**src/hw/cfg_ctl_pkg.sv**
```systemverilog
// Purpose: constants for the configuration control register bank
// Assumes: 32-bit apb data, word aligned registers
// Notes:   offsets and key values are locally chosen
// =============================================================
// package
package cfg_ctl_pkg;
   // register byte offsets
   localparam logic [11:0] CONFIG_CONTROL_OFS = 12'h000;
   localparam logic [11:0] UNLOCK_KEY_OFS     = 12'h004;
   localparam logic [11:0] PIN_SELECT_OFS     = 12'h008;
   localparam logic [11:0] MODULE_DISABLE_OFS = 12'h00C;
   // field positions
   localparam int PIN_LOCK_BIT   = 13;
   localparam int MOD_LOCK_BIT   = 12;
   localparam int DEBUG_EN_BIT   = 3;
   localparam int TDO_USE_BIT    = 0;
   // reset values
   localparam logic PIN_LOCK_RST = 1'b0;
   localparam logic MOD_LOCK_RST = 1'b0;
   localparam logic DEBUG_EN_RST = 1'b1;
   localparam logic TDO_USE_RST  = 1'b1;
   localparam logic [31:0] PIN_SELECT_RST     = 32'h0000_0000;
   localparam logic [31:0] MODULE_DISABLE_RST = 32'h0000_0000;
   // bits 2 and 1 read as one, others unimplemented read zero
   localparam logic [31:0] READ_ONE_MASK = 32'h0000_0006;
   // unlock keys, written in this order to the key register
   localparam logic [31:0] UNLOCK_KEY1 = 32'hAA99_6655;
   localparam logic [31:0] UNLOCK_KEY2 = 32'h5566_99AA;
   // unlock sequencer states
   typedef enum logic [2:0] {
      KEY_IDLE  = 3'b001,
      KEY_HALF  = 3'b010,
      KEY_OPEN  = 3'b100
   } key_state_t;
endpackage : cfg_ctl_pkg

```
**src/hw/unlock_seq.sv**
```systemverilog
// Purpose: two-word unlock sequencer for the lock bits
// Assumes: key writes arrive as one-cycle strobes
// Notes:   unlock stays open until a lock bit change or the next key write
// =============================================================
`timescale 1ns/1ps
module unlock_seq (
   // clock and reset
   input  wire logic        clk,
   input  wire logic        rst_n,
   // key write strobe and data
   input  wire logic        key_we,
   input  wire logic [31:0] key_data,
   // consume strobe from a lock bit write
   input  wire logic        consume,
   // status
   output logic             unlocked
);
   cfg_ctl_pkg::key_state_t state;

   // any wrong key restarts the sequence
   always_ff @(posedge clk or negedge rst_n) begin
      if (!rst_n) begin
         state <= cfg_ctl_pkg::KEY_IDLE;
      end else if (key_we) begin
         if (key_data == cfg_ctl_pkg::UNLOCK_KEY1) begin
            state <= cfg_ctl_pkg::KEY_HALF;
         end else if (key_data == cfg_ctl_pkg::UNLOCK_KEY2 &&
                      state == cfg_ctl_pkg::KEY_HALF) begin
            state <= cfg_ctl_pkg::KEY_OPEN;
         end else begin
            state <= cfg_ctl_pkg::KEY_IDLE;
         end
      end else if (consume) begin
         state <= cfg_ctl_pkg::KEY_IDLE;
      end
   end

   assign unlocked = (state == cfg_ctl_pkg::KEY_OPEN);
endmodule : unlock_seq

```
**src/hw/config_control_lock_register.sv**
```systemverilog
// Purpose: configuration control register with lock bits over apb
// Assumes: apb3 slave, zero wait states, 32-bit data
// Notes:   lock changes need the unlock sequence on the key register
// What this block does
// - pin select lock set blocks writes to pin select registers
// - module disable lock set blocks writes to module disable registers
// - debug port enable output follows bit 3
// - bit 0 selects two-wire debug use of data output pin
// - bits 31 to 14 read zero, writes ignored
// - bits 11 to 4 read zero, writes discarded
// - bits 2 and 1 always read one
// =============================================================
//
// Added by the designer: the APB slave port and the register offsets.
`timescale 1ns/1ps
module config_control_lock_register (
   // clock and reset
   input  wire logic        clk,
   input  wire logic        rstn,
   // apb slave
   input  wire logic        psel,
   input  wire logic        penable,
   input  wire logic        pwrite,
   input  wire logic [11:0] paddr,
   input  wire logic [31:0] pwdata,
   output logic [31:0]      prdata,
   output logic             pready,
   output logic             pslverr,
   // controlled state
   output logic             debug_port_enable,
   output logic             two_wire_output_pin_use,
   output logic             pin_select_lock,
   output logic             module_disable_lock,
   output logic [31:0]      pin_select_registers,
   output logic [31:0]      module_disable_registers
);
   // =============================================================
   // elaboration check
   // both lock fields must sit inside the word at distinct places
   if (cfg_ctl_pkg::PIN_LOCK_BIT > 31 || cfg_ctl_pkg::MOD_LOCK_BIT > 31 ||
       cfg_ctl_pkg::PIN_LOCK_BIT == cfg_ctl_pkg::MOD_LOCK_BIT) begin : g_bad_fields
      $error("lock field positions do not fit the register word");
   end

   // =============================================================
   // reset synchroniser
   logic rst_meta;
   logic rst_n;
   always_ff @(posedge clk or negedge rstn) begin
      if (!rstn) begin
         rst_meta <= 1'b0;
         rst_n    <= 1'b0;
      end else begin
         rst_meta <= 1'b1;
         rst_n    <= rst_meta;
      end
   end

   // =============================================================
   // apb decode
   logic wr_en;
   logic access;
   logic sel_cfg;
   logic sel_key;
   logic sel_pin;
   logic sel_mod;
   logic mapped;
   assign access  = psel && penable;
   assign wr_en   = access && pwrite;
   assign sel_cfg = (paddr == cfg_ctl_pkg::CONFIG_CONTROL_OFS);
   assign sel_key = (paddr == cfg_ctl_pkg::UNLOCK_KEY_OFS);
   assign sel_pin = (paddr == cfg_ctl_pkg::PIN_SELECT_OFS);
   assign sel_mod = (paddr == cfg_ctl_pkg::MODULE_DISABLE_OFS);
   assign mapped  = sel_cfg || sel_key || sel_pin || sel_mod;
   assign pready  = 1'b1;                 // no wait states needed
   assign pslverr = access && !mapped;    // unmapped answers an error

   // =============================================================
   // unlock sequencer
   logic unlocked;
   logic lock_change;
   assign lock_change = wr_en && sel_cfg &&
      ((pwdata[cfg_ctl_pkg::PIN_LOCK_BIT] != pin_select_lock) ||
       (pwdata[cfg_ctl_pkg::MOD_LOCK_BIT] != module_disable_lock));

   unlock_seq unlock_seq_i (
      .clk      (clk),
      .rst_n    (rst_n),
      .key_we   (wr_en && sel_key),
      .key_data (pwdata),
      .consume  (lock_change),
      .unlocked (unlocked)
   );

   // =============================================================
   // lock bits, only change once unlocked
   always_ff @(posedge clk or negedge rst_n) begin
      if (!rst_n) begin
         pin_select_lock     <= cfg_ctl_pkg::PIN_LOCK_RST;
         module_disable_lock <= cfg_ctl_pkg::MOD_LOCK_RST;
      end else if (wr_en && sel_cfg && unlocked) begin
         pin_select_lock     <= pwdata[cfg_ctl_pkg::PIN_LOCK_BIT];
         module_disable_lock <= pwdata[cfg_ctl_pkg::MOD_LOCK_BIT];
      end
   end

   // plain control bits update on every config write
   always_ff @(posedge clk or negedge rst_n) begin
      if (!rst_n) begin
         debug_port_enable       <= cfg_ctl_pkg::DEBUG_EN_RST;
         two_wire_output_pin_use <= cfg_ctl_pkg::TDO_USE_RST;
      end else if (wr_en && sel_cfg) begin
         debug_port_enable       <= pwdata[cfg_ctl_pkg::DEBUG_EN_BIT];
         two_wire_output_pin_use <= pwdata[cfg_ctl_pkg::TDO_USE_BIT];
      end
   end

   // =============================================================
   // guarded peripheral registers
   always_ff @(posedge clk or negedge rst_n) begin
      if (!rst_n) begin
         pin_select_registers <= cfg_ctl_pkg::PIN_SELECT_RST;
      end else if (wr_en && sel_pin && !pin_select_lock) begin
         pin_select_registers <= pwdata;
      end
   end

   always_ff @(posedge clk or negedge rst_n) begin
      if (!rst_n) begin
         module_disable_registers <= cfg_ctl_pkg::MODULE_DISABLE_RST;
      end else if (wr_en && sel_mod && !module_disable_lock) begin
         module_disable_registers <= pwdata;
      end
   end

   // =============================================================
   // read data, registered in the setup phase
   // read setup cycle, shared by the read mux and its checks
   logic        rd_setup;
   assign rd_setup = psel && !penable && !pwrite;
   logic [31:0] cfg_word;
   always_comb begin
      cfg_word = cfg_ctl_pkg::READ_ONE_MASK;
      cfg_word[cfg_ctl_pkg::PIN_LOCK_BIT] = pin_select_lock;
      cfg_word[cfg_ctl_pkg::MOD_LOCK_BIT] = module_disable_lock;
      cfg_word[cfg_ctl_pkg::DEBUG_EN_BIT] = debug_port_enable;
      cfg_word[cfg_ctl_pkg::TDO_USE_BIT]  = two_wire_output_pin_use;
   end

   always_ff @(posedge clk or negedge rst_n) begin
      if (!rst_n) begin
         prdata <= 32'h0000_0000;
      end else if (rd_setup) begin
         if (sel_cfg) begin
            prdata <= cfg_word;
         end else if (sel_key) begin
            prdata <= {31'h0000_0000, unlocked};
         end else if (sel_pin) begin
            prdata <= pin_select_registers;
         end else if (sel_mod) begin
            prdata <= module_disable_registers;
         end else begin
            prdata <= 32'h0000_0000;
         end
      end
   end

   // =============================================================
   // checks
   property p_pin_locked;
      @(posedge clk) disable iff (!rst_n)
      (wr_en && sel_pin && pin_select_lock) |=> $stable(pin_select_registers);
   endproperty
   a_pin_locked: assert property (p_pin_locked) else $error("pin select written while locked");

   property p_mod_locked;
      @(posedge clk) disable iff (!rst_n)
      (wr_en && sel_mod && module_disable_lock) |=> $stable(module_disable_registers);
   endproperty
   a_mod_locked: assert property (p_mod_locked) else $error("module disable written while locked");

   property p_mod_open;
      @(posedge clk) disable iff (!rst_n)
      (wr_en && sel_mod && !module_disable_lock) |=> (module_disable_registers == $past(pwdata));
   endproperty
   a_mod_open: assert property (p_mod_open) else $error("module disable write lost");

   property p_debug_en;
      @(posedge clk) disable iff (!rst_n)
      (wr_en && sel_cfg) |=> (debug_port_enable == $past(pwdata[cfg_ctl_pkg::DEBUG_EN_BIT]));
   endproperty
   a_debug_en: assert property (p_debug_en) else $error("debug enable not updated");

   property p_tdo_use;
      @(posedge clk) disable iff (!rst_n)
      (wr_en && sel_cfg) |=>
         (two_wire_output_pin_use == $past(pwdata[cfg_ctl_pkg::TDO_USE_BIT]));
   endproperty
   a_tdo_use: assert property (p_tdo_use) else $error("two-wire pin use not updated");

   property p_hi_zero;
      @(posedge clk) disable iff (!rst_n)
      (psel && !penable && !pwrite && sel_cfg) |=> (prdata[31:14] == 18'h00000);
   endproperty
   a_hi_zero: assert property (p_hi_zero) else $error("upper bits read nonzero");

   property p_mid_zero;
      @(posedge clk) disable iff (!rst_n)
      (psel && !penable && !pwrite && sel_cfg) |=> (prdata[11:4] == 8'h00);
   endproperty
   a_mid_zero: assert property (p_mid_zero) else $error("middle bits read nonzero");

   property p_ones;
      @(posedge clk) disable iff (!rst_n)
      (psel && !penable && !pwrite && sel_cfg) |=> (prdata[2:1] == 2'h3);
   endproperty
   a_ones: assert property (p_ones) else $error("bits 2:1 not read as one");

   property p_lock_keep;
      @(posedge clk) disable iff (!rst_n)
      (wr_en && sel_cfg && !unlocked) |=> $stable(pin_select_lock) && $stable(module_disable_lock);
   endproperty
   a_lock_keep: assert property (p_lock_keep) else $error("lock changed without unlock");

   // =============================================================
   // further checks on holding, opening and read-back
   property p_pin_open;
      @(posedge clk) disable iff (!rst_n)
      (wr_en && sel_pin && !pin_select_lock) |=> (pin_select_registers == $past(pwdata));
   endproperty
   a_pin_open: assert property (p_pin_open) else $error("pin select write lost");

   property p_pin_idle;
      @(posedge clk) disable iff (!rst_n)
      !(wr_en && sel_pin) |=> $stable(pin_select_registers);
   endproperty
   a_pin_idle: assert property (p_pin_idle) else $error("pin select moved without write");

   property p_mod_idle;
      @(posedge clk) disable iff (!rst_n)
      !(wr_en && sel_mod) |=> $stable(module_disable_registers);
   endproperty
   a_mod_idle: assert property (p_mod_idle) else $error("module disable moved without write");

   property p_pin_lock_open;
      @(posedge clk) disable iff (!rst_n)
      (wr_en && sel_cfg && unlocked) |=>
         (pin_select_lock == $past(pwdata[cfg_ctl_pkg::PIN_LOCK_BIT]));
   endproperty
   a_pin_lock_open: assert property (p_pin_lock_open) else $error("pin lock write lost");

   property p_mod_lock_open;
      @(posedge clk) disable iff (!rst_n)
      (wr_en && sel_cfg && unlocked) |=>
         (module_disable_lock == $past(pwdata[cfg_ctl_pkg::MOD_LOCK_BIT]));
   endproperty
   a_mod_lock_open: assert property (p_mod_lock_open) else $error("module lock write lost");

   property p_lock_idle;
      @(posedge clk) disable iff (!rst_n)
      !(wr_en && sel_cfg) |=> $stable(pin_select_lock) && $stable(module_disable_lock);
   endproperty
   a_lock_idle: assert property (p_lock_idle) else $error("lock moved without write");

   property p_debug_idle;
      @(posedge clk) disable iff (!rst_n)
      !(wr_en && sel_cfg) |=> $stable(debug_port_enable);
   endproperty
   a_debug_idle: assert property (p_debug_idle) else $error("debug enable moved alone");

   property p_tdo_idle;
      @(posedge clk) disable iff (!rst_n)
      !(wr_en && sel_cfg) |=> $stable(two_wire_output_pin_use);
   endproperty
   a_tdo_idle: assert property (p_tdo_idle) else $error("two-wire pin use moved alone");

   // one lock change per unlock, so a stray second write cannot relock
   property p_unlock_spent;
      @(posedge clk) disable iff (!rst_n)
      lock_change |=> !unlocked;
   endproperty
   a_unlock_spent: assert property (p_unlock_spent) else $error("unlock not spent");

   property p_rd_pin_lock;
      @(posedge clk) disable iff (!rst_n)
      (rd_setup && sel_cfg) |=>
         (prdata[cfg_ctl_pkg::PIN_LOCK_BIT] == $past(pin_select_lock));
   endproperty
   a_rd_pin_lock: assert property (p_rd_pin_lock) else $error("pin lock read wrong");

   property p_rd_mod_lock;
      @(posedge clk) disable iff (!rst_n)
      (rd_setup && sel_cfg) |=>
         (prdata[cfg_ctl_pkg::MOD_LOCK_BIT] == $past(module_disable_lock));
   endproperty
   a_rd_mod_lock: assert property (p_rd_mod_lock) else $error("module lock read wrong");

   property p_rd_debug;
      @(posedge clk) disable iff (!rst_n)
      (rd_setup && sel_cfg) |=>
         (prdata[cfg_ctl_pkg::DEBUG_EN_BIT] == $past(debug_port_enable));
   endproperty
   a_rd_debug: assert property (p_rd_debug) else $error("debug enable read wrong");

   property p_rd_tdo;
      @(posedge clk) disable iff (!rst_n)
      (rd_setup && sel_cfg) |=>
         (prdata[cfg_ctl_pkg::TDO_USE_BIT] == $past(two_wire_output_pin_use));
   endproperty
   a_rd_tdo: assert property (p_rd_tdo) else $error("two-wire pin use read wrong");

   property p_rd_key;
      @(posedge clk) disable iff (!rst_n)
      (rd_setup && sel_key) |=> (prdata == {31'h0000_0000, $past(unlocked)});
   endproperty
   a_rd_key: assert property (p_rd_key) else $error("unlock state read wrong");

   property p_rd_unmapped;
      @(posedge clk) disable iff (!rst_n)
      (rd_setup && !mapped) |=> (prdata == 32'h0000_0000);
   endproperty
   a_rd_unmapped: assert property (p_rd_unmapped) else $error("unmapped read nonzero");

   // read data stands until the next read setup
   property p_rd_hold;
      @(posedge clk) disable iff (!rst_n)
      !rd_setup |=> $stable(prdata);
   endproperty
   a_rd_hold: assert property (p_rd_hold) else $error("read data moved between reads");
endmodule : config_control_lock_register

```
**config.mk**
```make
export PLATFORM = sky130hd
export DESIGN_NAME = config_control_lock_register
export DESIGN_NICKNAME = d
export VERILOG_FILES = /design/src/hw/cfg_ctl_pkg.sv /design/src/hw/unlock_seq.sv /design/src/hw/config_control_lock_register.sv
export SDC_FILE = /design/constraint.sdc
export NUM_CORES = 1
export LEC_CHECK = 0
export ABC_AREA = 1
export BUFFER_PORTS_ARGS = -buffer_cell sky130_fd_sc_hd__buf_4
export CAP_MARGIN = 20
export CORE_MARGIN = 2
export CORE_UTILIZATION = 47
export CTS_CLUSTER_SIZE = 8
export DETAILED_ROUTE_END_ITERATION = 10
export GPL_TIMING_DRIVEN = 1
export PLACE_DENSITY = 0.8
export SLEW_MARGIN = 20
export SYNTH_ARGS = -nofsm -noshare
export SYNTH_HDL_FRONTEND = slang
export SYNTH_SLANG_ARGS = --single-unit
```
**constraint.sdc**
```tcl
create_clock -name clk -period 2.83 [get_ports clk]
set_input_delay 0.283 -clock clk [delete_from_list [all_inputs] [get_ports clk]]
set_output_delay 0.283 -clock clk [all_outputs]
set_load 0.1 [all_outputs]
```
# Word level (Yosys, flattened, before mapping)
# Cells that the tools add are included.
# W data, S select, Z words.
[op_classes] eq_ne=9 mux=8 reduce_logical=25
[ops] cell="$mux W32" n=4
[ops] cell="$eq A32 B31 Y1 const B" n=1
[ops] cell="$eq A32 B32 Y1 const B" n=1
[ops] cell="$eq A12 B4 Y1 const B" n=2
[ops] cell="$logic_and A1 B1 Y1" n=14
[ops] cell="$eq A12 B3 Y1 const B" n=1
[ops] cell="$logic_not A12 Y1" n=1
[ops] cell="$mux W3" n=4
[ops] cell="$logic_not A1 Y1" n=5
[ops] cell="$logic_or A1 B1 Y1" n=4
[ops] cell="$eq A3 B2 Y1 const B" n=1
[ops] cell="$eq A3 B3 Y1 const B" n=1
[ops] cell="$ne A1 B1 Y1" n=2
[ops] cell="$reduce_bool A2 Y1" n=1
[word_totals] register_bits=105 inputBits=49 output_inout_bits=102 wordCells=52

# Logic depth before layout (Yosys ltp)
[logic_depth] word_depth=6 depth_mapped=10

# Hierarchy
# From an unflattened synthesis, not the netlist that was laid out.
[unflattened] cells_unflattened=657 hier_area_um2=5377.7
[by_module_without_submodules] module="config_control_lock_register" instances=1 cells_per_inst=561 area_each_um2=4923.5 seq_area_each_um2=2555.0
[by_module_without_submodules] module="unlock_seq" instances=1 cells_per_inst=96 area_each_um2=454.2 seq_area_each_um2=76.3

# Least setup slack after synthesis
# No wires, ideal clock.
[synth_timing] kind="input to output" start="input port paddr[0]" end="output port pslverr" arrival_time_ns=3.042 t_required_ns=2.547 slack_ns=-0.495 stages=7 path_cell_list="inv_1 nand2_2 nor3_4 nand2_2 clkbuf_1 nand2_1 nor3_1"
[synth_via] elab_chain_cells=6 elab_cells_between_ends=9 classes_between="eq/ne: 3; reduce/logical: 6"
[synth_rtl] element="start: declaration" line="config_control_lock_register.sv:24" rtl="input wire logic [11:0] paddr,"
[synth_rtl] element="$eq A12 B3 Y1 or $logic_not A12 Y1 (tied branches)" line="config_control_lock_register.sv:71, config_control_lock_register.sv:70"
[synth_rtl] element="$logic_or A1 B1 Y1 (2 in a row)" line="config_control_lock_register.sv:74" rtl="assign mapped = sel_cfg || sel_key || sel_pin || sel_mod;"
[synth_rtl] element="$logic_or A1 B1 Y1 (*)" line="config_control_lock_register.sv:74"
[synth_rtl] element="$logic_not A1 Y1 (*)" line="config_control_lock_register.sv:76" rtl="assign pslverr = access && !mapped;"
[synth_rtl] element="$logic_and A1 B1 Y1 (*)" line="config_control_lock_register.sv:76"
[synth_rtl] element="end: declaration" line="config_control_lock_register.sv:28" rtl="output logic pslverr,"
# Mark *: on every way between the ends. The rest lies on a longest branch, timed or not.

# Worst setup path in the final report
[layout_timing] start="input port paddr[0]" end="register module_disable_registers[23]"
[layout_via] elab_chain_cells=3
[layout_rtl] element="$eq A12 B4 Y1" line="config_control_lock_register.sv:73" rtl="assign sel_mod = (paddr == cfg_ctl_pkg::MODULE_DISABLE_OFS);"
[layout_rtl] element="$logic_and A1 B1 Y1 (2 in a row)" line="config_control_lock_register.sv:131" rtl="end else if (wr_en && sel_mod && !module_disable_lock) begin"
[layout_rtl] element="end signal: assignment" line="config_control_lock_register.sv:130" rtl="module_disable_registers <= cfg_ctl_pkg::MODULE_DISABLE_RST;"
[layout_rtl] element="end signal: assignment" line="config_control_lock_register.sv:132" rtl="module_disable_registers <= pwdata;"
[layout_rtl] element="end: declaration" line="config_control_lock_register.sv:35" rtl="output logic [31:0] module_disable_registers"
# No other way between the ends.
# A chain may end at the register's enable or synchronous reset.

==> impl_results.md <==
* Status: finished, final reports clean
* Drt wl/cell at 14.5 um
* Seq/Total Area, Yosys at 51.8%
* Flop-to-flop setup slack at 1150 ps
* Critical Path Source Type: primary input
* First-pass GRT wire length at 21200 um
* Worst-path fanout max at 64
* 1st-pass router iterations at 4
* Starting Density at 48.8%
* Worst vdd ir at 0.000252 V
* Drt drc at 0
* Yosys Warn Count at 0
* Ports at 151
* Asr flop ratio synth at 100%
* CP required at 3110 ps
* CTS root buffer: clkbuf_8
* Final setup fails at 0
* Final core utilization at 62.3%
* #FFs+latches synth at 105
* Final WL at 13100 um
* Largest net degree at the start of global routing at 104
* Antenna Nets Post-Route at 0
* Worst setup EP type: register
* Max-cap violations at 0
* Clock-pin slew on the worst setup and hold paths at 90 ps
* Reg2reg start: module_disable_lock
* Vias in the first global route at 4322
* Gp weighted congestion at 0.848
* Chip height at 108 um
* PwrDens at 406 mW/mm^2
* Final Skew at 10.6 ps
* Placement Rows at 37
* Leak Pwr at 3.33 nW
* Slowest cell on crit path: buf_4
* Fin Setup TNS at 0 ps
* Fin crit period at 1920 ps
* Via count at 4538
* Clk buf depth at 2
* Gr usage total at 23.1%
* Critical Path AT at 2200 ps
* Cell count after placement at 888
* Hold Crit Depth at 3
* Post-detail-place hpwl at 9440 um
* Cells on worst reg2reg path at 5
* Clock sinks at 105
* Share of cells above drive strength 1 at 31.4%
* F_max at 521 MHz
* Worst min-delay path class: primary input to register
* Inserted Clock Buffers at 9
* PortBufs at 149
* Initial antenna violation count at 0
* EDFF count, synth at 0
* Postcts setup bufs at 0
* Total gr overflow at 0
* RSZ-0062 raised after global routing: no
* CP Launch Point: paddr[0]
* Worst slew pin tran at 924 ps
* # nets final at 813
* Diode count at 0
* Fin cells at 904
* Synthesized area per cell at 8.23 sq um
* Largest stage delay, worst path at 680 ps
* CP cell instances: buf_4, inv_1, nand2_2, nor3_4, nand2_4, clkinv_2, nand3_4, buf_4, nand2_1, o21ai_2
* R2r endpoint: module_disable_registers[23]
* Final Hold Viols at 0
* Ys flop type: dfrtp_1
* Netlist cell types at 30
* Worst setup path endpoint: module_disable_registers[23]
* Vias per cell at 5.02
* H-tree levels at 3
* Critical path type: primary input to register
* Floorplan Core Area at 0.0104 sq mm
* Die area at 0.0117 sq mm
* Clk Latency, worst-skew pair at 360 ps
* DIE WIDTH at 108 um
* Slew margin rel. at 38.4%
* Max-slew violations at 0
* Area Growth Syn to Fin at 27.7%
* Netlist Area Pre-Place at 0.00508 sq mm
* DRT iter0 DRCs at 231
* Fin crit share at 67.9%
* Most used cell, CP: buf_4
* Mapped Cells at 617
* CTS tree: done
* Post-CTS sizing at 0
-- repair_timing --
action,CTS,global route
endpoints found under the setup margin,0,0
endpoints found under the hold margin,2,0
hold buffers,1,0
-- synthesized netlist by cell type, types with 3 or more instances --
library cell | instances | share of area (%)
o21ai_1 | 4 | 0.39
nand3_1 | 18 | 1.8
a21oi_1 | 3 | 0.30
dfrtp_1 | 102 | 50
nand4_1 | 7 | 0.86
nor3_1 | 7 | 0.69
buf_6 | 6 | 1.3
clkbuf_1 | 11 | 0.81
o22ai_1 | 26 | 3.2
nand2_1 | 186 | 14
dfstp_2 | 3 | 1.6
inv_1 | 98 | 7.2
buf_2 | 5 | 0.49
nor2_1 | 36 | 2.7
o21ai_2 | 32 | 5.5
nand2_2 | 20 | 2.5
o21ai_0 | 36 | 3.5
-- metrics by stage --
step	area (sq um)	hold WS [ps]	worst slack, ps	power (mW)
floorplan	5090	-12.6	347	1.73
global placement	6310	65.1	653	1.85
detailed placement	6310	66.2	581	1.85
CTS	6490	169	935	2.66
global route	6490	176	769	2.74
finish	6490	186	909	2.63
-- routing by layer --
layer	global-route usage, %	up-vias	wire (um)	part of all wire (%)
met5	0	-	0	0
met4	7.60	0	327	2.5
met1	31.4	2132	5670	43
met3	4.88	34	804	6.1
li1	-	2210	-	-
met2	37.1	162	6350	48
-- critical path: cells and delay by family --
kind / cells / cell delay (ps)
AND/OR/NAND/NOR: 5 / 710
AO/OA/AOI/OAI: 1 / 100
buffers and inverters: 4 / 990
-- how the worst min path moves through the flow --
stage,endpoint,slack [ps],start
final,two_wire_output_pin_use,190,pwdata[0]
after floorplan,rst_meta,-10,rstn
after CTS,two_wire_output_pin_use,170,pwdata[0]
after global placement,rst_meta,70,rstn
after detailed placement,rst_meta,70,rstn
after global routing,module_disable_lock,180,pwdata[12]
-- cell families after synthesis --
group / Yosys count / synth area share (%)
other cells: 1 / 0.0738
simple gates: 284 / 24.6
flops: 105 / 51.8
buf+inv: 124 / 10.3
compound gates: 103 / 13.2
-- sequential cells by signal, indices dropped and copies added (netlist names) --
signal                    flops
prdata                       32
unlock_seq_i.state            3
debug_port_enable             1
module_disable_registers     32
pin_select_lock               1
module_disable_lock           1
rst_meta                      1
rst_n                         1
pin_select_registers         32
two_wire_output_pin_use       1
-- area by class of cell --
| cell class | count | area, sq um |
|---|---|---|
| Inverter | 101 | 380 |
| Clock buffer | 10 | 128 |
| Timing Repair Buffer | 158 | 1200 |
| Sequential cell | 105 | 2640 |
| Tap cell | 136 | 170 |
| Clock inverter | 5 | 33.8 |
| Multi-Input combinational cell | 389 | 1940 |
| Fill cell | 951 | 3930 |
-- cells in the final DEF (no fill, tap or decap), types with 2 or more instances in the layout --
cell        count
nand3_1        18
inv_2           2
buf_4         156
a21oi_1         2
conb_1          2
nor3_1          6
nor2_2          2
dfrtp_1       101
nand2_1       186
clkinv_2        3
dfstp_2         3
nand4_1         7
inv_1          98
o22ai_1        26
nand2_2        20
o21ai_0        36
o21ai_1         4
nor3_4          2
clkbuf_8        9
nor2_1         36
o21ai_2        32
a31oi_1         2
nor3_2          2
clkinvlp_4      2
-- power breakdown --
part | total, mW | switching (mW) | internal, mW | leakage, nW
Clock | 0.814 | 0.498 | 0.316 | 0.0785
Sequential | 1.52 | 0.00771 | 1.51 | 1.43
Combinational | 0.299 | 0.215 | 0.0844 | 1.82
Total | 2.63 | 0.720 | 1.91 | 3.33
Note: power is estimated with default switching activity, not from simulation.
